[src/drive_cmd_pkg.sv]
package drive_cmd_pkg;

  // Register word offsets (byte addresses on the Wishbone bus).
  localparam logic [3:0]  CMD_WORD_OFS     = 4'h0;
  localparam logic [3:0]  STATUS_WORD_OFS  = 4'h4;
  localparam logic [3:0]  MODE_CTRL_OFS    = 4'h8;
  localparam logic [3:0]  SEQ_STATE_OFS    = 4'hc;

  // Reset values.
  localparam logic [15:0] CMD_WORD_RST     = 16'h0000;
  localparam logic [2:0]  MODE_CTRL_RST    = 3'h0;

  // Command word bit positions.
  localparam int CMD_SWITCH_ON  = 0;
  localparam int CMD_COAST_N    = 1;
  localparam int CMD_RAPID_N    = 2;
  localparam int CMD_ENABLE_OP  = 3;
  localparam int CMD_FAULT_CLR  = 7;

  // Mode control bit positions.
  localparam int MODE_NETWORK   = 0;
  localparam int MODE_REMOTE    = 1;
  localparam int MODE_COMMS_SEL = 2;

  // Status word mask: bits 7, 8 and 12 to 15 are always zero.
  localparam logic [15:0] STATUS_MASK = 16'h0e7f;

  // Sequencer states as seen by this block.
  typedef enum logic [2:0] {
    SEQ_START_INHIBIT,
    SEQ_READY_ON,
    SEQ_SWITCHED_ON,
    SEQ_READY,
    SEQ_ENABLED,
    SEQ_RAPID_STOP,
    SEQ_TRIP_ACTIVE,
    SEQ_TRIPPED
  } seq_state_t;

  // Local sequencer inputs, from terminals.
  typedef struct packed {
    logic run_forward;
    logic run_reverse;
    logic stop_hold_n;
    logic coast_stop_n;
    logic quick_halt_n;
    logic drive_operate_enable;
    logic fault_clear;
  } seq_in_t;

  // Sequencer outputs feeding the status word and the trip leave logic.
  typedef struct packed {
    logic start_permitted;
    logic power_stage_on;
    logic running;
    logic tripped;
    logic trip_condition;
  } seq_out_t;

  // Ramp and limit conditions.
  typedef struct packed {
    logic ramping;
    logic vector_mode;
    logic speed_torque_limit;
    logic vhz_current_limit;
  } drive_cond_t;

endpackage : drive_cmd_pkg

[src/drive_control_status_words.sv]
`timescale 1ns/1ps
`default_nettype none
module drive_control_status_words
  import drive_cmd_pkg::*;
(
  // Clock and reset.
  input  wire logic        i_core_clk,
  input  wire logic        i_rst,
  // Wishbone slave.
  input  wire logic        i_wb_cyc,
  input  wire logic        i_wb_stb,
  input  wire logic        i_wb_we,
  input  wire logic [3:0]  i_wb_adr,
  input  wire logic [3:0]  i_wb_sel,
  input  wire logic [31:0] i_wb_dat,
  output logic      [31:0] o_wb_dat,
  output logic             o_wb_ack,
  // Local sequencer inputs and sequencer feedback.
  input  wire seq_in_t     i_local,
  input  wire seq_out_t    i_seq,
  input  wire seq_state_t  i_seq_state,
  input  wire drive_cond_t i_cond,
  // Inputs to the sequencer.
  output seq_in_t          o_seq_in,
  output logic             o_fault_reset_pulse,
  output logic             o_leave_tripped
);

  ////////////////////////////////////////////////////////////////////////////

  logic [15:0] cmd_q;
  logic [2:0]  mode_q;
  logic        ack_q;
  logic [31:0] rdat_q;
  logic        clr_prev_q;
  seq_in_t     seq_in_q;
  logic        pulse_q;
  logic [15:0] status_q;

  function automatic logic [15:0] merge_lo(input logic [15:0] old,
                                           input logic [31:0] dat,
                                           input logic [3:0]  sel);
    merge_lo = {sel[1] ? dat[15:8] : old[15:8],
                sel[0] ? dat[7:0]  : old[7:0]};
  endfunction : merge_lo

  ////////////////////////////////////////////////////////////////////////////

  wire req      = i_wb_cyc & i_wb_stb & ~ack_q;
  wire wr       = req & i_wb_we;
  wire hit_cmd  = i_wb_adr == CMD_WORD_OFS;
  wire hit_stat = i_wb_adr == STATUS_WORD_OFS;
  wire hit_mode = i_wb_adr == MODE_CTRL_OFS;
  wire hit_st   = i_wb_adr == SEQ_STATE_OFS;
  wire net_mode = mode_q[MODE_NETWORK];
  wire [15:0] mode_wr = merge_lo({13'h0000, mode_q}, i_wb_dat, i_wb_sel);

  // The command word only steers the sequencer in network mode.
  wire run_cmd = cmd_q[CMD_SWITCH_ON];
  seq_in_t seq_in_d;
  assign seq_in_d.run_forward = net_mode ? run_cmd
                                         : i_local.run_forward;
  assign seq_in_d.run_reverse = net_mode ? 1'b0 : i_local.run_reverse;
  assign seq_in_d.stop_hold_n = net_mode ? 1'b0 : i_local.stop_hold_n;
  assign seq_in_d.coast_stop_n = i_local.coast_stop_n
                               & (~net_mode | cmd_q[CMD_COAST_N]);
  assign seq_in_d.quick_halt_n = i_local.quick_halt_n
                               & (~net_mode | cmd_q[CMD_RAPID_N]);
  assign seq_in_d.drive_operate_enable = i_local.drive_operate_enable
                               & (~net_mode | cmd_q[CMD_ENABLE_OP]);
  assign seq_in_d.fault_clear = net_mode ? cmd_q[CMD_FAULT_CLR]
                                         : i_local.fault_clear;

  // Status bits are assembled each cycle from sequencer feedback, the coast and halt sources, the mode bits and the drive conditions.
  logic [15:0] status_d;
  always_comb begin
    status_d     = 16'h0000;
    status_d[0]  = i_seq.start_permitted;
    status_d[1]  = i_seq.power_stage_on;
    status_d[2]  = i_seq.running;
    status_d[3]  = i_seq.tripped;
    status_d[4]  = net_mode ? cmd_q[CMD_COAST_N] : i_local.coast_stop_n;
    status_d[5]  = net_mode ? cmd_q[CMD_RAPID_N] : i_local.quick_halt_n;
    status_d[6]  = i_seq_state == SEQ_START_INHIBIT;
    status_d[9]  = mode_q[MODE_REMOTE] & mode_q[MODE_COMMS_SEL];
    status_d[10] = ~i_cond.ramping;
    status_d[11] = i_cond.vector_mode ? i_cond.speed_torque_limit
                                      : i_cond.vhz_current_limit;
    status_d     = status_d & STATUS_MASK;
  end

  // A trip is left only on a clean rising edge of the fault clear.
  wire pulse_d = seq_in_d.fault_clear & ~clr_prev_q;

  logic [31:0] rdat_d;
  always_comb begin
    rdat_d = 32'h0000_0000;
    if (hit_cmd) begin
      rdat_d[15:0] = cmd_q;
    end else if (hit_stat) begin
      rdat_d[15:0] = status_q;
    end else if (hit_mode) begin
      rdat_d[2:0] = mode_q;
    end else if (hit_st) begin
      rdat_d[2:0] = i_seq_state;
    end
  end

  ////////////////////////////////////////////////////////////////////////////

  // Unmapped addresses are still acknowledged and read zero so that a
  // stray access never hangs the bus master.
  always_ff @(posedge i_core_clk or posedge i_rst) begin
    if (i_rst) begin
      cmd_q      <= CMD_WORD_RST;
      mode_q     <= MODE_CTRL_RST;
      ack_q      <= 1'b0;
      rdat_q     <= 32'h0000_0000;
      clr_prev_q <= 1'b0;
      seq_in_q   <= '0;
      pulse_q    <= 1'b0;
      status_q   <= 16'h0000;
    end else begin
      ack_q      <= req;
      rdat_q     <= req ? rdat_d : rdat_q;
      if (wr && hit_cmd) begin
        cmd_q <= merge_lo(cmd_q, i_wb_dat, i_wb_sel);
      end
      if (wr && hit_mode) begin
        mode_q <= mode_wr[2:0];
      end
      clr_prev_q <= seq_in_d.fault_clear;
      seq_in_q   <= seq_in_d;
      pulse_q    <= pulse_d;
      status_q   <= status_d;
    end
  end

  assign o_wb_ack            = ack_q;
  assign o_wb_dat            = rdat_q;
  assign o_seq_in            = seq_in_q;
  assign o_fault_reset_pulse = pulse_q;
  assign o_leave_tripped     = pulse_q & ~i_seq.trip_condition
                             & (i_seq_state == SEQ_TRIPPED);
endmodule : drive_control_status_words
`default_nettype wire

[config.mk]
export PLATFORM = sky130hd
export DESIGN_NAME = drive_control_status_words
export DESIGN_NICKNAME = d
export VERILOG_FILES = /design/src/drive_cmd_pkg.sv /design/src/drive_control_status_words.sv
export SDC_FILE = /design/constraint.sdc
export NUM_CORES = 1
export LEC_CHECK = 0
export BUFFER_PORTS_ARGS = -buffer_cell sky130_fd_sc_hd__buf_2
export CAP_MARGIN = 40
export CORE_UTILIZATION = 50
export CTS_CLUSTER_SIZE = 14
export DETAILED_ROUTE_END_ITERATION = 7
export PLACE_DENSITY = 0.88
export SETUP_SLACK_MARGIN = 0.1
export SLEW_MARGIN = 40
export SYNTH_ARGS = -nofsm -noshare
export SYNTH_HDL_FRONTEND = slang
export SYNTH_SLANG_ARGS = --single-unit
[constraint.sdc]
create_clock -name i_core_clk -period 4.21 [get_ports i_core_clk]
set_clock_uncertainty 0.05 [all_clocks]
set_input_delay 0 -clock i_core_clk [delete_from_list [all_inputs] [get_ports i_core_clk]]
set_output_delay 0 -clock i_core_clk [all_outputs]
set_load 0.05 [all_outputs]
After elaboration in Yosys (flattened, before gate mapping)
Cells that the tools add are included.

Memories kept: 0. Input bits: 64. Memory bits (writable): 0. Latch bits: 0. Flip-flop bits (word level): 54. Memory bits (read-only): 0.

Bitwise logic cells: 18. Shift operators: 0. Add/sub/neg operators: 0. $mul: 0. Reduce and logical (&&, ||, !) cells: 7. Order comparisons: 0. Div/mod/pow operators: 0. Multiplexer cells: 12. Equality and inequality tests: 4.

Operators by type and width (number): $mux W16 (1); $and A1 B1 Y1 (10); $mux W3 (3); $mux W9 (1); $eq A4 B4 Y1 const B (2); $mux W1 (7); $reduce_and A2 Y1 (3); $not A1 Y1 (5); $eq A4 B3 Y1 const B (1); $logic_not A4 Y1 (1); $eq A3 B3 Y1 const B (1); $logic_not A3 Y1 (1); $or A1 B1 Y1 (3); $logic_and A1 B1 Y1 (2).

Longest topological paths before layout
Depth in word-level cells: 5. Depth in mapped cells: 5. Depth with buffers taken out: 4.

Worst setup path before layout
OpenSTA, ideal clock, no wires.

Kind: register to register. Start: register ack_q (netlist: o_wb_ack). End: register mode_q[0]. Library setup time: 0.125 ns. Stages on the path, launching flop included: 5. Arrival time: 1.534 ns. Data required time: 4.035 ns. Slack: 2.501 ns. Cell sequence: dfrtp_1 > nand3b_4 > inv_2 > and3_1 > mux2_2.

Cells in the longest elaborated chain, start to end: 5.

RTL lines: from (decl) (line drive_control_status_words.sv:33) `logic ack_q;`; from (signal assigned) (line drive_control_status_words.sv:124) `ack_q <= req;`; $not A1 Y1 (line drive_control_status_words.sv:49) `wire req = i_wb_cyc & i_wb_stb & ~ack_q;`; $and A1 B1 Y1 (line drive_control_status_words.sv:49); named net req (line drive_control_status_words.sv:49); $and A1 B1 Y1 (line drive_control_status_words.sv:50) `wire wr = req & i_wb_we;`; $logic_and A1 B1 Y1 (line drive_control_status_words.sv:129) `if (wr && hit_mode) begin`; $reduce_and A2 Y1 (no line); to (signal assigned) (line drive_control_status_words.sv:130) `mode_q <= mode_wr[2:0];`; to (decl) (line drive_control_status_words.sv:32) `logic [2:0] mode_q;`.

The timed path passes the listed nets, and every way through them passes these cells. A chain may end at the register's enable or synchronous reset.

Final worst setup path
Start: register ack_q (netlist: o_wb_ack). End: register mode_q[2].

Same word-level chain as after synthesis.

==> flow_summary_export.csv <==
group,metric,value,unit
status,status,"finished clean",
detailed_routing,finalWirelength,4.64,mm
grt,grt_max_degree,55,
synthesis,synth_flop_cell,"dfrtp_1",
critical_path,crit_arrival,1.87,ns
critical_path,crit_fanout,18,
sta,tightestPinTransition,0.652,ns
power_and_ir_drop,power_switching,286,uW
critical_path,start_kind,"flip-flop",
floorplanning,fp-row-count,24,
grt,grt_pass1_vias,1667,
sta,setup_violations,0,
synthesis,syn_inst,172,
power_and_ir_drop,seqPwrFrac,54.6,%
synthesis,synth_top_area_cell,"dfrtp_1",
power_and_ir_drop,clockPowerShare,26.9,%
synthesis,yosys-top-cells-area,"dfrtp_1 (59%), mux2_2 (13%), buf_4 (5.6%), mux2i_1 (3.1%), o21ai_0 (2.8%)",
synthesis,synth.most_common_cell,"dfrtp_1",
cts,numCtsBuffers,5,
sta,rsz0062_at_grt,"no",
synthesis,ys_warn_count,0,
critical_path,crit-reg2reg-capture,"mode_q[2]",
cts,clk-insertion-delay-late,0.30,ns
cells_and_area,multi_input_area,831,um^2
detailed_routing,drcViolationCount,0,
critical_path,regToRegSetupSlack,2.48,ns
critical_path,worstSetupEndpoint,"mode_q[2]",
grt,met1_usage,25.5,%
placement,port_buffers,71,
sta,hold_viol_final,0,
placement,dp_hpwl,3.06,mm
sta,finalCritPeriodShare,41.2,%
synthesis,synth_top_area_share,58.9,%
detailed_routing,vias_per_cell,4.88,
floorplanning,chipHeight,69.7,um
cells_and_area,n_fill_cell,337,
critical_path,r2r_start,"o_wb_ack",
synthesis,synth_edf_count,0,
synthesis,syn-mean-instance-area,13.3,um^2
synthesis,synthArstFlopShare,100,%
power_and_ir_drop,netSwitchingFraction,27.8,%
grt,antenna_found_initial,0,
detailed_routing,drtAntennaViolNets,0,
sta,max_freq,577,MHz
grt,grt_use_total,20.8,%
critical_path,cp-end-kind,"flip-flop",
floorplanning,boundaryPins,106,
critical_path,crit_type,"reg2reg",
cts,clkTransAtPathRegs,0.08,ns
power_and_ir_drop,power_frac_comb,18.5,%
detailed_routing,num_vias,1601,
worst_hold_path,hold_path.class,"in2reg",
sta,max_slew_margin,56.6,%
grt,grt_overflow_total,0,
critical_path,critPathLaunch,"o_wb_ack",
synthesis,ys_ff_latch,54,
floorplanning,die_x,69.7,um
cts,post-cts-setup-buffers,0,
cells_and_area,insertedDiodeCount,0,
cells_and_area,seqCellArea,1350,um^2
cts,cts.sink_count,54,
detailed_routing,drt_iter0_markers,36,
grt,grt_pass1_wl,7.74,mm
power_and_ir_drop,ir_worst_vdd,0.200,mV
critical_path,worstRegToRegCells,4,
cts,cts-root-buf,"clkbuf_8",
cells_and_area,syn_to_final_growth,32.6,%
power_and_ir_drop,power_density,339,nW/um^2
critical_path,cp.required,4.35,ns
power_and_ir_drop,power_leakage,1.57,nW
sta,drv_slew,0,
floorplanning,core_region_area,4380,um^2
power_and_ir_drop,p_int,744,uW
detailed_routing,drt_pre_antenna_iters,4,
synthesis,ys_seq_area_share,58.9,%
grt,grt_use_met3,5.38,%
grt,use_met2,35.6,%
grt,top_usage_layer,"met2",
floorplanning,dieArea,4860,um^2
synthesis,synth_common_cells,"dfrtp_1 (54), mux2_2 (27), buf_4 (17)",
cts,clk_path_buf_depth,2,
detailed_routing,routedWlPerCell,14.2,um
sta,hold_ws,0.111,ns
sta,layout_min_cycle_time,1.73,ns
placement,gp_congestion,0.880,
run,drv_cap,0,
sta,setup_tns,0,ns
cts,htree_num_levels,2,
synthesis,ys_types,28,
cells_and_area,nets,341,
floorplanning,start_util,52.3,%
synthesis,netlist_area,2290,um^2
cts,cts_tree,"yes",
worst_hold_path,min_path_cells,3,
cells_and_area,drive_gt1_share,40.6,%
sequential cells by signal (all words and copies together), names as in the netlist:
name and flops:
o_wb_ack 1, cmd_q 16, o_seq_in 7, status_q 10, o_wb_dat 16, mode_q 3
o_fault_reset_pulse 1
power groups by stage:
| stage | Clock (mW) | Combinational (mW) | Sequential (mW) |
|---|---|---|---|
| 5_1_grt | 0.308 | 0.205 | 0.566 |
| 3_5_place_dp | 0 | 0.168 | 0.573 |
| 4_1_cts | 0.285 | 0.192 | 0.562 |
| 6_report | 0.277 | 0.191 | 0.562 |
| 3_3_place_gp | 0 | 0.164 | 0.572 |
| 2_1_floorplan | 0 | 0.0999 | 0.604 |
logic make-up after synthesis:
kind of cell / after synthesis / synth area share [%]
other: 1 / 0.164
multiplexers: 34 / 16.3
buffers and inverters: 27 / 7.31
flip-flops: 54 / 58.9
AO/OA/AOI/OAI: 25 / 7.09
AND/OR/NAND/NOR: 31 / 10.2
cell type report:
cell class                      instances  area share, %
Clock buffer                            6           2.72
Tap cell                               52           2.14
Multi-Input combinational cell        106           27.3
Timing Repair Buffer                  104           22.6
Sequential cell                        54           44.4
Inverter                                6          0.823
how the worst min path moves through the flow:
stage | startpoint | end | slack [ns]
3_5_place_dp | i_seq[3] | status_q[1] | 0.06
3_3_place_gp | i_seq[1] | status_q[3] | 0.06
6_report | i_wb_sel[1] | cmd_q[12] | 0.11
2_1_floorplan | i_seq[4] | status_q[0] | -0.02
4_1_cts | i_wb_sel[1] | cmd_q[11] | 0.10
5_1_grt | i_wb_sel[1] | cmd_q[8] | 0.11
cells in the final DEF, fill, tap and decap left out:
cell type      count
a21boi_0           3
a22o_1             6
a22oi_1            3
and2_1             1
and3_1             1
and3b_1            1
buf_2             71
clkbuf_8           6
conb_1            16
dfrtp_1           54
dlygate4sd3_1     33
inv_1              4
inv_2              1
inv_4              1
mux2_2            27
mux2i_1            7
nand2_1           11
nand2b_1           3
nand3b_4           1
nand4_1            1
nand4_4            2
nor2_1             1
nor2_4             1
nor2b_1            3
nor3_1             2
nor3b_1            1
nor4_4             1
o21ai_0           13
or4_4              1
layer usage:
layer,vias to the layer above,wire (um)
met4,0,66
met1,777,2010
li1,769,-
met3,4,207
met5,-,0
met2,51,2360
worst max-delay path, stage by stage, from the launching register on:
cell	delay [ns]
dfrtp_1	0.38
nand3b_4	0.31
inv_2	0.25
and3_1	0.27
mux2_2	0.35
metrics by stage:
step | total power, mW | setup WS [ns] | utilization [%] | instance area, um^2 | cells
final | 1.03 | 2.48 | 69.3 | 3040 | 328
after global routing | 1.08 | 2.37 | 69.3 | 3040 | 328
after CTS | 1.04 | 2.46 | 69.3 | 3040 | 328
after detailed placement | 0.741 | 2.48 | 59.9 | 2630 | 289
after global placement | 0.736 | 2.49 | 59.9 | 2630 | 289
after floorplan | 0.703 | 2.50 | - | 2350 | 187
what timing repair did:
action                                 in CTS  in global routing
hold buffers                               33                  0
gates resized for setup                     0                  0
endpoints found under the hold margin      89                  0
Power figures use the tool's default switching activity.
